<file path="src/hdl/spi_cfg.svh">
// Register map, reset values and timing counts of the serial engine
`ifndef SPI_CFG_SVH
`define SPI_CFG_SVH
`define SPI_DIV_ADDR    8'ha2
`define SPI_DATA_ADDR   8'ha3
`define SPI_DIV_RST     8'h00
`define SPI_DATA_RST    8'h00
`define SPI_WORD_W      8
`define SPI_FIFO_DEPTH  16
`define SPI_LAST_HALF   4'hf
`define SPI_LAST_BIT    3'h7
`define SPI_LATE_DLY    3'h4
`define SPI_LATE_FIRE   3'h1
`endif

</file>
<file path="src/hdl/spi_pkg.sv">
// Types shared by the serial engine
package spi_pkg;
  typedef enum logic [1:0] {
    ST_IDLE = 2'b01,
    ST_RUN  = 2'b10
  } master_state_t;
endpackage : spi_pkg

</file>
<file path="src/hdl/spi_rx_fifo.sv">
// Receive byte FIFO with valid and ready on both sides
module spi_rx_fifo #(
  parameter int WIDTH = 8,
  parameter int DEPTH = 16
) (
  // Clock and reset
  input  wire logic             clk,
  input  wire logic             rstn,
  // Filling side
  input  wire logic             in_valid,
  output logic                  in_ready,
  input  wire logic [WIDTH-1:0] in_data,
  // Draining side
  output logic                  out_valid,
  input  wire logic             out_ready,
  output logic      [WIDTH-1:0] out_data
);
  localparam int AW = $clog2(DEPTH);

  logic [WIDTH-1:0] mem [DEPTH];
  logic [AW-1:0]    wr_ptr;
  logic [AW-1:0]    rd_ptr;
  logic [AW:0]      count;
  logic             push;
  logic             pop;

  // Honest full and empty from the fill count
  assign in_ready  = count != (AW+1)'(DEPTH);
  assign out_valid = count != '0;
  assign out_data  = mem[rd_ptr];
  assign push      = in_valid && in_ready;
  assign pop       = out_valid && out_ready;

  // Storage has no reset; only pointers and count need one
  always_ff @(posedge clk) begin
    if (push) begin
      mem[wr_ptr] <= in_data;
    end
  end

  // Pointers wrap at the power-of-two depth
  always_ff @(posedge clk) begin
    if (!rstn) begin
      wr_ptr <= '0;
      rd_ptr <= '0;
      count  <= '0;
    end else begin
      wr_ptr <= push ? wr_ptr + 1'b1 : wr_ptr;
      rd_ptr <= pop ? rd_ptr + 1'b1 : rd_ptr;
      count  <= count + (AW+1)'(push) - (AW+1)'(pop);
    end
  end
endmodule : spi_rx_fifo

</file>
<file path="src/hdl/spi_engine.sv">
// Serial peripheral engine: clock divider, data register, master and slave link
`include "spi_cfg.svh"
module spi_engine (
  // Clock and reset
  input  wire logic       CLK,
  input  wire logic       RSTN,
  // Special function register port
  input  wire logic [7:0] SFR_ADDR,
  input  wire logic       SFR_WE,
  input  wire logic       SFR_RE,
  input  wire logic [7:0] SFR_WDATA,
  output logic      [7:0] SFR_RDATA,
  // Configuration levels
  input  wire logic       SPI_ENABLE,
  input  wire logic       MASTER_SELECT_BIT,
  input  wire logic       CLOCK_POLARITY_BIT,
  input  wire logic       CLOCK_PHASE_BIT,
  input  wire logic       INT_ENABLE,
  // Flags and their clear strobes
  input  wire logic       CLR_TRANSFER_COMPLETE,
  input  wire logic       CLR_WRITE_COLLISION,
  output logic            TRANSFER_COMPLETE_FLAG,
  output logic            WRITE_COLLISION_FLAG,
  output logic            TRANSMIT_BUFFER_EMPTY_FLAG,
  output logic            BUSY,
  output logic            IRQ,
  // Serial pins
  input  wire logic       SCK_I,
  output logic            SCK_O,
  output logic            SCK_OE,
  input  wire logic       MOSI_I,
  output logic            MOSI_O,
  output logic            MOSI_OE,
  input  wire logic       MISO_I,
  output logic            MISO_O,
  output logic            MISO_OE,
  input  wire logic       NSS_I
);
  import spi_pkg::*;

  // Shift one received bit in at the bottom, MSB leaves first
  function automatic logic [7:0] shift_in(input logic [7:0] v, input logic b);
    shift_in = {v[6:0], b};
  endfunction : shift_in

  //--------------------------------------------------------------
  // Pin synchronisers
  //--------------------------------------------------------------
  logic sck_s1, sck_s2, sck_s3;
  logic mosi_s1, mosi_s2;
  logic miso_s1, miso_s2;
  logic nss_s1, nss_s2, nss_s3;

  // Two stages before any logic; third stage only for edges
  always_ff @(posedge CLK) begin
    if (!RSTN) begin
      {sck_s1, sck_s2, sck_s3}  <= 3'h0;
      {mosi_s1, mosi_s2}        <= 2'h0;
      {miso_s1, miso_s2}        <= 2'h0;
      {nss_s1, nss_s2, nss_s3}  <= 3'h7;
    end else begin
      {sck_s1, sck_s2, sck_s3}  <= {SCK_I, sck_s1, sck_s2};
      {mosi_s1, mosi_s2}        <= {MOSI_I, mosi_s1};
      {miso_s1, miso_s2}        <= {MISO_I, miso_s1};
      {nss_s1, nss_s2, nss_s3}  <= {NSS_I, nss_s1, nss_s2};
    end
  end

  //--------------------------------------------------------------
  // State
  //--------------------------------------------------------------
  master_state_t state;
  master_state_t next_state;
  logic [7:0] divider;
  logic [7:0] txbuf;
  logic [7:0] sh;
  logic [7:0] next_sh;
  logic [7:0] hc;
  logic [3:0] ec;
  logic [3:0] next_ec;
  logic [2:0] bc;
  logic [2:0] late;
  logic [7:0] last_rx;
  logic       m_fix;
  logic       m_done_q;
  logic       push_valid;
  logic [7:0] push_data;
  logic       fifo_ready;
  logic       fifo_valid;
  logic [7:0] fifo_data;

  //--------------------------------------------------------------
  // Decode
  //--------------------------------------------------------------
  wire is_master  = SPI_ENABLE && MASTER_SELECT_BIT;
  wire wr_div     = SFR_WE && SFR_ADDR == `SPI_DIV_ADDR;
  wire wr_data    = SFR_WE && SFR_ADDR == `SPI_DATA_ADDR;
  wire rd_data    = SFR_RE && SFR_ADDR == `SPI_DATA_ADDR;
  wire wr_ok      = wr_data && TRANSMIT_BUFFER_EMPTY_FLAG;
  wire wr_coll    = wr_data && !TRANSMIT_BUFFER_EMPTY_FLAG;
  wire pop        = rd_data && fifo_valid;

  // Master timing: half periods of divider+1 clocks
  // divider sets half period
  wire half_end   = hc == divider;
  // master sample in last clock of bit
  wire m_sample   = state == ST_RUN && half_end && ec[0];
  wire m_done     = m_sample && ec == `SPI_LAST_HALF;
  // start only when buffered; stalls while FIFO is full
  wire m_start    = state == ST_IDLE && is_master && !TRANSMIT_BUFFER_EMPTY_FLAG && fifo_ready;

  // Slave link; the master keeps setup and hold
  // slave path never looks at the divider
  wire sel        = SPI_ENABLE && !MASTER_SELECT_BIT && !nss_s2;
  wire nss_fall   = sel && nss_s3;
  wire sck_edge   = sck_s2 ^ sck_s3;
  wire lead       = sck_edge && (sck_s2 != CLOCK_POLARITY_BIT);
  wire trail      = sck_edge && (sck_s2 == CLOCK_POLARITY_BIT);
  // slave samples at mid-bit sampling edge
  wire s_sample   = sel && (CLOCK_PHASE_BIT ? trail : lead);
  wire s_shift    = sel && (CLOCK_PHASE_BIT ? lead : trail);
  wire s_done     = s_sample && bc == `SPI_LAST_BIT;
  wire done       = m_done || s_done;
  // buffer moves to shifter on start, select or byte end
  wire s_load     = (nss_fall || s_done) && !TRANSMIT_BUFFER_EMPTY_FLAG;
  wire load       = m_start || s_load;
  wire [7:0] rx_byte = shift_in(sh, is_master ? miso_s2 : mosi_s2);

  // Next shifter value; a load overrides the last shift
  // MSB first, eight bits
  always_comb begin
    next_sh = sh;
    if (m_sample || s_sample) begin
      next_sh = rx_byte;
    end
    // master bit lands a clock late, past the synchroniser
    if (m_fix) begin
      next_sh[0] = miso_s2;
    end
    if (load) begin
      next_sh = txbuf;
    end
  end

  // Master sequencing over sixteen half periods
  always_comb begin
    next_state = state;
    next_ec    = ec;
    if (m_start) begin
      next_state = ST_RUN;
      next_ec    = 4'h0;
    end else if (m_done || (state == ST_RUN && !is_master)) begin
      next_state = ST_IDLE;
    end else if (state == ST_RUN && half_end) begin
      next_ec    = ec + 4'h1;
    end
  end

  //--------------------------------------------------------------
  // Registers
  //--------------------------------------------------------------
  // Software visible registers and the transmit buffer
  // both read zero after reset
  always_ff @(posedge CLK) begin
    if (!RSTN) begin
      divider <= `SPI_DIV_RST;
      txbuf   <= `SPI_DATA_RST;
    end else begin
      divider <= wr_div ? SFR_WDATA : divider;
      // colliding write never reaches the buffer
      txbuf   <= wr_ok ? SFR_WDATA : txbuf;
    end
  end

  // Read data; the receive side is the FIFO head
  always_ff @(posedge CLK) begin
    if (!RSTN) begin
      SFR_RDATA <= 8'h00;
      last_rx   <= `SPI_DATA_RST;
    end else begin
      last_rx <= pop ? fifo_data : last_rx;
      if (SFR_RE) begin
        SFR_RDATA <= rd_data ? (fifo_valid ? fifo_data : last_rx) :
                     (SFR_ADDR == `SPI_DIV_ADDR) ? divider : 8'h00;
      end
    end
  end

  // Flags: hardware set wins over software clear
  always_ff @(posedge CLK) begin
    if (!RSTN) begin
      TRANSFER_COMPLETE_FLAG     <= 1'b0;
      WRITE_COLLISION_FLAG       <= 1'b0;
      TRANSMIT_BUFFER_EMPTY_FLAG <= 1'b1;
      IRQ                        <= 1'b0;
      BUSY                       <= 1'b0;
    end else begin
      TRANSFER_COMPLETE_FLAG     <= done || (TRANSFER_COMPLETE_FLAG && !CLR_TRANSFER_COMPLETE);
      WRITE_COLLISION_FLAG       <= wr_coll || (WRITE_COLLISION_FLAG && !CLR_WRITE_COLLISION);
      // empty clears on write, sets on load
      TRANSMIT_BUFFER_EMPTY_FLAG <= load || (TRANSMIT_BUFFER_EMPTY_FLAG && !wr_ok);
      IRQ  <= INT_ENABLE && (done || (TRANSFER_COMPLETE_FLAG && !CLR_TRANSFER_COMPLETE));
      BUSY <= next_state == ST_RUN || (sel && (bc != 3'h0 || s_sample) && !s_done);
    end
  end

  // Shifter, counters and the received byte hand-off
  always_ff @(posedge CLK) begin
    if (!RSTN) begin
      state      <= ST_IDLE;
      sh         <= 8'h00;
      hc         <= 8'h00;
      ec         <= 4'h0;
      bc         <= 3'h0;
      late       <= 3'h0;
      push_valid <= 1'b0;
      push_data  <= 8'h00;
      m_fix      <= 1'b0;
      m_done_q   <= 1'b0;
    end else begin
      state      <= next_state;
      sh         <= next_sh;
      ec         <= next_ec;
      hc         <= (m_start || half_end) ? 8'h00 : hc + 8'h01;
      bc         <= !sel ? 3'h0 : s_sample ? bc + 3'h1 : bc;
      // phase-one slave waits before presenting next byte
      late       <= (s_done && CLOCK_PHASE_BIT) ? `SPI_LATE_DLY :
                    (late != 3'h0) ? late - 3'h1 : late;
      // received byte goes to the receive buffer
      // Master byte waits one clock so its last bit clears the synchroniser
      m_fix      <= m_sample;
      m_done_q   <= m_done;
      push_valid <= s_done || m_done_q;
      push_data  <= m_done_q ? {sh[7:1], miso_s2} : rx_byte;
    end
  end

  //--------------------------------------------------------------
  // Pin drivers
  //--------------------------------------------------------------
  // Master pins; SCK idles at the polarity level
  always_ff @(posedge CLK) begin
    if (!RSTN) begin
      SCK_O   <= 1'b0;
      SCK_OE  <= 1'b0;
      MOSI_O  <= 1'b0;
      MOSI_OE <= 1'b0;
    end else begin
      SCK_OE  <= is_master;
      MOSI_OE <= is_master;
      SCK_O   <= (next_state == ST_RUN) ?
                 (CLOCK_POLARITY_BIT ^ CLOCK_PHASE_BIT ^ next_ec[0]) : CLOCK_POLARITY_BIT;
      // data leaves on start and after each sample
      MOSI_O  <= (m_start || m_sample) ? next_sh[7] : MOSI_O;
    end
  end

  // Slave MISO; drive follows the synchronised select
  always_ff @(posedge CLK) begin
    if (!RSTN) begin
      MISO_O  <= 1'b0;
      MISO_OE <= 1'b0;
    end else begin
      // drive on select; release on deselect
      MISO_OE <= sel;
      if (nss_fall && !CLOCK_PHASE_BIT) begin
        // first bit ready before first edge
        MISO_O <= next_sh[7];
      end else if (s_shift) begin
        MISO_O <= sh[7];
      end else if (late == `SPI_LATE_FIRE) begin
        MISO_O <= sh[7];
      end
    end
  end

  //--------------------------------------------------------------
  // Receive FIFO
  //--------------------------------------------------------------
  spi_rx_fifo #(
    .WIDTH (`SPI_WORD_W),
    .DEPTH (`SPI_FIFO_DEPTH)
  ) u_rx_fifo (
    .clk       (CLK),
    .rstn      (RSTN),
    .in_valid  (push_valid),
    .in_ready  (fifo_ready),
    .in_data   (push_data),
    .out_valid (fifo_valid),
    .out_ready (pop),
    .out_data  (fifo_data)
  );
endmodule : spi_engine

</file>
<file path="config.mk">
export PLATFORM = sky130hd
export DESIGN_NAME = spi_engine
export DESIGN_NICKNAME = d
export VERILOG_FILES = /design/src/hdl/spi_pkg.sv /design/src/hdl/spi_rx_fifo.sv /design/src/hdl/spi_engine.sv
export VERILOG_INCLUDE_DIRS = /design/src /design/src/hdl
export SDC_FILE = /design/constraint.sdc
export NUM_CORES = 1
export LEC_CHECK = 0
export ABC_CLOCK_PERIOD_IN_PS = 3200
export BUFFER_PORTS_ARGS = -buffer_cell sky130_fd_sc_hd__buf_2
export CORE_ASPECT_RATIO = 0.6
export CORE_MARGIN = 10
export CORE_UTILIZATION = 40
export DETAILED_ROUTE_END_ITERATION = 8
export SYNTH_ARGS = -nofsm -noshare
export SYNTH_HDL_FRONTEND = slang
export SYNTH_SLANG_ARGS = --single-unit
export TNS_END_PERCENT = 30
</file>
<file path="constraint.sdc">
create_clock -name CLK -period 3.2 [get_ports CLK]
set_input_delay 0.16 -clock CLK [delete_from_list [all_inputs] [get_ports CLK]]
set_output_delay 0.16 -clock CLK [all_outputs]
set_load 0.01 [all_outputs]
</file>
==> results of run 1 <==
==> power by group through the flow <==
stage,sequential [mW],clock [mW],combinational (mW)
2_1_floorplan,3.27,0,0.132
5_1_grt,3.21,2.86,0.236
6_report,3.21,2.68,0.213
4_1_cts,3.21,2.74,0.213
3_5_place_dp,3.28,0,0.196
3_3_place_gp,3.27,0,0.186
==> worst min-delay path: stages <==
cell      delay, ns
buf_2          0.11
clkinv_1       0.15
nor2_1         0.06
==> area by class of cell <==
type	count	area, um^2	area share, %
clock buffer	28	613	5.47
timing repair buffer	99	706	6.30
tap	315	394	3.52
inverter	24	90.1	0.804
clock inverter	12	136	1.22
multi-input combinational	417	3260	29.1
sequential	236	6010	53.6
==> path summary, 6_finish.rpt <==
kind | end | slack [ns] | cells after the start | start
setup / recovery | u_rx_fifo.count[4] | 0.25 | 15 | u_rx_fifo.count[3]
hold / removal | u_rx_fifo.wr_ptr[0] | 0.01 | 3 | RSTN
setup reg to reg | u_rx_fifo.count[4] | 0.25 | 15 | u_rx_fifo.count[3]
hold reg to reg | nss_s2 | 0.43 | 1 | nss_s1
==> routing by layer <==
| metal | wire length [um] | vias to the layer above | GRT usage, % | part of all wire (%) |
|---|---|---|---|---|
| met3 | 1170 | 39 | 2.29 | 5.4 |
| met4 | 431 | 0 | 3.61 | 2.0 |
| met5 | 0 | - | 0 | 0 |
| li1 | - | 2783 | - | - |
| met1 | 10800 | 3008 | 21.0 | 50 |
| met2 | 9340 | 175 | 20.4 | 43 |
==> what timing repair did <==
action                                 4_1_cts  5_1_grt
hold buffers                                19        0
endpoints found under the hold margin       24        0
setup buffers                                0        0
==> sequential cells by signal (all words and copies together), names as in the netlist, 3 cells and up, named ones only <==
name              flops
u_rx_fifo.rd_ptr      4
late                  3
txbuf                 8
u_rx_fifo.wr_ptr      4
bc                    3
hc                    8
sh                    8
u_rx_fifo.mem       128
u_rx_fifo.count       5
SFR_RDATA             8
push_data             8
ec                    4
divider               8
last_rx               8
==> logic make-up after synthesis <==
group	count (synthesis)
DFF	236
muxes	78
buffers and inverters	58
and+or+nand+nor	192
adders and majority gates	21
AOI/OAI and AO/OA	98
xor gates and xnor gates	28
==> placed cells by master, fill, tap and decap left out, drive strengths merged, types with 12 or more instances in the layout <==
cell,n
buf,80
dfxtp,108
nand2b,14
nand3,19
edfxtp,128
and2,12
nor2,70
ha,20
o21ai,20
dlygate4sd3,19
clkbuf,28
mux4,32
a21oi,48
nand2,49
mux2,12
xor2,22
mux2i,34
inv,25
==> through the flow <==
stage,hold slack [ns],setup slack [ns]
global placement,0.357,0.518
detailed placement,0.366,0.292
CTS,0.00877,0.276
global route,0.0421,0.0471
finish,0.0139,0.250
floorplan,0.261,0.256
==> summary.md, run 1 <==
| Metric | Value |
|---|---|
| Fin util | 48.2% |
| Post-layout instance count excluding filler cells | 1,131 |
| Int Pwr | 4.82 mW |
| Per-cell routed wire length | 19.3 um |
| Synthesized-area fraction occupied by xor and xnor cells | 2.66% |
| Final Skew | 0.0212 ns |
| First-pass GRT wire length | 34.0 mm |
| Vias | 6,005 |
| Share of layout cells above drive strength 1 | 21.2% |
| Worst-margin pin slew | 0.711 ns |
| Result of the run | complete, no violations |
| TritonCTS sink count | 236 |
| Area growth syn-to-layout | 18.0% |
| Routability Congestion | 0.817 |
| Sequential-to-total area share from yosys stat | 63.3% |
| Placed Instances | 1,072 |
| Share of power burned in the clock network | 43.9% |
| Fraction of power consumed by combinational cells | 3.5% |
| Gate Count Post-Synth | 711 |
| Avg Vias per Cell | 5.31 |
| Placed wire-length estimate | 15.4 mm |
| Cell area after layout | 11,200 um^2 |
| Kind of critical path | flip-flop to flip-flop |
| Initial standard-cell utilization of the core | 40.8% |
| X dimension of the die | 219 um |
| Die height | 139 um |
| Synthesized-area fraction occupied by ao, oa, aoi and oai cells | 6.43% |
| Worst-path cell chain | inv_1 -> ha_1 -> or4b_1 -> nand3_1 -> inv_2 -> ha_1 -> inv_1 -> ha_1 -> inv_1 -> fa_1 -> inv_1 -> a21oi_1 -> nor2_1 -> or3_1 -> a21oi_1 |
| Post-layout nets | 852 |
| Average cell area after synthesis | 13.3 um^2 |
| Syn nets | 763 |
| # resized after CTS | 0 |
| Kind of start point of the critical path | flip-flop |
| VDD IR max | 0.268 mV |
| Total detailed-routing wirelength | 21.8 mm |
| Number of antenna violations at the first check in global routing | 0 |
| Net switching fraction of the power | 21.0% |
| # setup viols final | 0 |
| Maximum fanout count along the critical path | 2 |
| Area of the mapped netlist | 9490 um^2 |
| Proportion of synthesized area in mux cells | 12.7% |
| Total power of the final layout | 6.11 mW |
| Total grt overflow | 0 |
| Final Hold Vio Count | 0 |
| Minimum period implied by the final worst setup slack | 2.95 ns |
| Synth top area cells | edfxtp_1, dfxtp_1, mux4_2, mux2i_1, nor2_1 |
| Ranking of synthesized cells by instance count | edfxtp_1, dfxtp_1, nor2_1, nand2_1, a21oi_1 |
| Most used DFF post-synth | edfxtp_1 |
| Number of I/O pins | 50 |
| Post-Synth Adder-Cell Area | 2.85% |
| Number of standard-cell rows in the floorplan | 43 |
| Maximum root-to-sink buffer count | 3 |
| Arrival time at the worst endpoint | 3.39 ns |
| CTS root buf | clkbuf_16 |
| Length of the first detailed-routing pass in iterations | 4 |
| RSZ-0062 raised after global routing | false |
| Unique cell type count in the Yosys netlist | 55 |
| Combinational family with the most area after synthesis | multiplexers |
| Via count of the first global-routing pass | 5,952 |
| Post-synthesis sequential element count | 236 |
| Initial detailed-routing violation count | 447 |
| Post-CTS clock slew at the launch and capture registers of the worst setup and hold paths | 0.06 ns |
| Largest delay share family, worst path | simple AND/OR/NAND/NOR gates |
| Crit path max-delay cell type | or4b_1 |
| Buf+Inv Stages, Crit Path | 5 |
| Number of enable-type register cells in the synthesized netlist | 128 |
| Number of routed nets with antenna violations | 0 |
| Clock buffers created by TritonCTS | 22 |
| Antenna cell count | 0 |
| Period utilisation layout | 92.2% |
| Endpoint required time on the critical path | 3.64 ns |
| Crit path top cell by count | inv_1 |
| Sort of element at the end of the critical path | flip-flop |
| Simple logic cell fraction of the synthesized area | 9.65% |
| Final Max Slew Viols | 0 |
| Placeable core region | 23,200 um^2 |
| Power density over the cells | 545 nW/um^2 |
| Reported leakage power | 4.01 nW |
| Largest area contributor in the synthesized netlist | edfxtp_1 |
| Detailed-route DRC error count | 0 |
| CTS H-Tree Depth | 1 |
| Fmax | 339 MHz |
| Yosys top cell area share | 40.5% |
| Top-count cell post-synth | edfxtp_1 |
| Net switching component of the power | 1.28 mW |
| Longest individual stage delay on the worst path | 0.47 ns |
| Synth async-reset ratio | 0% |
| Count of input and output buffers | 49 |
| Post-Route Setup TNS | 0 ns |
| TritonCTS clock tree | done |
| Total Die Area | 30,500 um^2 |
| Max-capacitance violation count | 0 |
| Sequential share of power | 52.6% |
| Total of warnings raised by yosys | 0 |
| Number of fill cells | 2,015 |
| Worst min-delay path class | input port to flip-flop |
| Placed cell areas | 10,300 um^2 |
| Clock insertion delay at the later pin of the skew report | 0.53 ns |
| Largest net degree at the start of global routing | 37 |
| Worst slew margin relative to its limit | 52.5% |
| Total Routing Usage GR | 14.0% |
Power figures use the tool's default switching activity.
==> inputs of run 2 (changes only) <==
- CORE_UTILIZATION: 40 -> 55
- PLACE_DENSITY: unset -> 0.73
- REMOVE_ABC_BUFFERS: unset -> 1
==> run 2 against run 1 <==
Register-to-register slack about the same; wire length decreased by 4.2%; flip-flop and latch count unchanged; global-route usage increased by 4.2 points; die area decreased by 24%.
==> summary.md, run 2 (synthesis gave the netlist of run 1 again) <==
| Metric | Value |
|---|---|
| Placed wire-length estimate | 14.3 mm |
| Max-capacitance violation count | 0 |
| VDD IR max | 0.522 mV |
| CTS root buf | clkbuf_16 |
| Avg Vias per Cell | 5.66 |
| Worst min-delay path class | input port to flip-flop |
| Sort of element at the end of the critical path | flip-flop |
| Via count of the first global-routing pass | 6,074 |
| Largest net degree at the start of global routing | 38 |
| Die height | 122 um |
| Area growth syn-to-layout | 16.4% |
| Result of the run | complete, no violations |
| Number of standard-cell rows in the floorplan | 37 |
| HP Start | SFR_WE |
| Minimum period implied by the final worst setup slack | 2.94 ns |
| Number of routed nets with antenna violations | 0 |
| Crit path top cell by count | inv_1 |
| X dimension of the die | 190 um |
| Reported leakage power | 3.99 nW |
| Share of layout cells above drive strength 1 | 20.3% |
| Clock insertion delay at the later pin of the skew report | 0.50 ns |
| Maximum root-to-sink buffer count | 3 |
| Number of I/O pins | 50 |
| # setup viols final | 0 |
| Most common cell after layout, fill and taps aside | edfxtp_1 |
| Length of the first detailed-routing pass in iterations | 5 |
| Crit path max-delay cell type | or4b_1 |
| Worst slew margin relative to its limit | 56.4% |
| Post-Route Setup TNS | 0 ns |
| Antenna cell count | 0 |
| Total Routing Usage GR | 18.2% |
| TritonCTS sink count | 236 |
| Worst-margin pin slew | 0.654 ns |
| # resized after CTS | 0 |
| Number of antenna violations at the first check in global routing | 0 |
| Final Hold Vio Count | 0 |
| Fmax | 340 MHz |
| Longest individual stage delay on the worst path | 0.46 ns |
| CTS H-Tree Depth | 1 |
| Maximum fanout count along the critical path | 13 |
| Register bank with the most flops | u_rx_fifo.mem |
| Routability Congestion | 0.819 |
| Initial standard-cell utilization of the core | 55.7% |
| Kind of critical path | flip-flop to flip-flop |
| Detailed-route DRC error count | 0 |
| Hold_buf cts | 16 |
| Endpoint required time on the critical path | 3.63 ns |
| R2R depth | 15 |
| Total detailed-routing wirelength | 20.9 mm |
| Fin Hold WS | 0.0229 ns |
| Kind of start point of the critical path | flip-flop |
| Initial detailed-routing violation count | 659 |
| Power density over the cells | 551 nW/um^2 |
| Final Max Slew Viols | 0 |
| Clock buffers created by TritonCTS | 22 |
| Worst-path cell chain | inv_1 -> ha_1 -> or4b_1 -> nand3_1 -> inv_2 -> ha_1 -> inv_1 -> ha_1 -> inv_1 -> fa_1 -> inv_1 -> a21oi_1 -> nor2_1 -> or3_1 -> a21oi_1 |
| Arrival time at the worst endpoint | 3.37 ns |
| Most used cells in the layout excluding fill and tap cells | edfxtp_1, dfxtp_1, nor2_1 |
| TritonCTS clock tree | done |
| Period utilisation layout | 91.9% |
| Count of input and output buffers | 49 |
| Total grt overflow | 0 |
| Placeable core region | 17,000 um^2 |
| Final Skew | 0.00868 ns |
| RSZ-0062 raised after global routing | false |
| First-pass GRT wire length | 33.4 mm |
| Hold path cells | 3 |
| Vias | 5,918 |
| Per-cell routed wire length | 20.0 um |
| Worst flop-to-flop path startpoint | u_rx_fifo.count[3] |
| Total setup buffers inserted after CTS | 0 |
| Total Die Area | 23,100 um^2 |
| Post-CTS clock slew at the launch and capture registers of the worst setup and hold paths | 0.06 ns |
| Flip-flop count of the largest register, all copies and words added | 128 |
| Post-layout nets | 847 |
| Worst setup startpoint | u_rx_fifo.count[3] |
-- run 2: cell type report --
class / count / area (um^2)
Clock buffer: 34 / 672
Clock inverter: 6 / 76.3
Fill cell: 1253 / 5990
Inverter: 24 / 90.1
Multi-Input combinational cell: 417 / 3260
Sequential cell: 236 / 6010
Tap cell: 234 / 293
Timing Repair Buffer: 94 / 648
-- run 2: report_power, final --
part	internal, mW	switching (mW)
sequential	3.19	0.0178
combinational	0.0990	0.111
clock	1.61	1.06
total	4.90	1.19
-- run 2: per-layer routing --
metal	GRT usage, %	vias up	share of wire (%)
met5	0	-	0
met4	4.84	0	1.8
met3	4.48	31	7.9
met2	26.7	197	44
met1	26.6	2936	47
li1	-	2754	-
-- run 2: path summary, 6_finish.rpt --
check | endpoint | slack [ns]
setup / recovery | u_rx_fifo.count[4] | 0.26
hold / removal | divider[3] | 0.02
setup reg to reg | u_rx_fifo.count[4] | 0.26
hold reg to reg | nss_s2 | 0.42
-- run 2: per-stage QoR --
step	utilization (%)	worst slack [ns]	area (um^2)	total power, mW	std cells
2_1_floorplan	-	0.323	9350	3.39	677
3_3_place_gp	59.5	0.409	10100	3.46	989
3_5_place_dp	59.5	0.301	10100	3.47	989
4_1_cts	64.8	0.278	11000	6.13	1045
5_1_grt	64.8	0.0966	11000	6.28	1045
6_report	64.8	0.260	11000	6.09	1045
-- run 2: critical path: cells and delay by family, from the launching register on --
kind	cells	cell delay, ns
AND/OR/NAND/NOR	4	1.00
buffers and inverters	5	0.38
AO/OA/AOI/OAI	2	0.28
adder cells (fa/ha/maj)	4	0.88
flip-flops	1	0.33
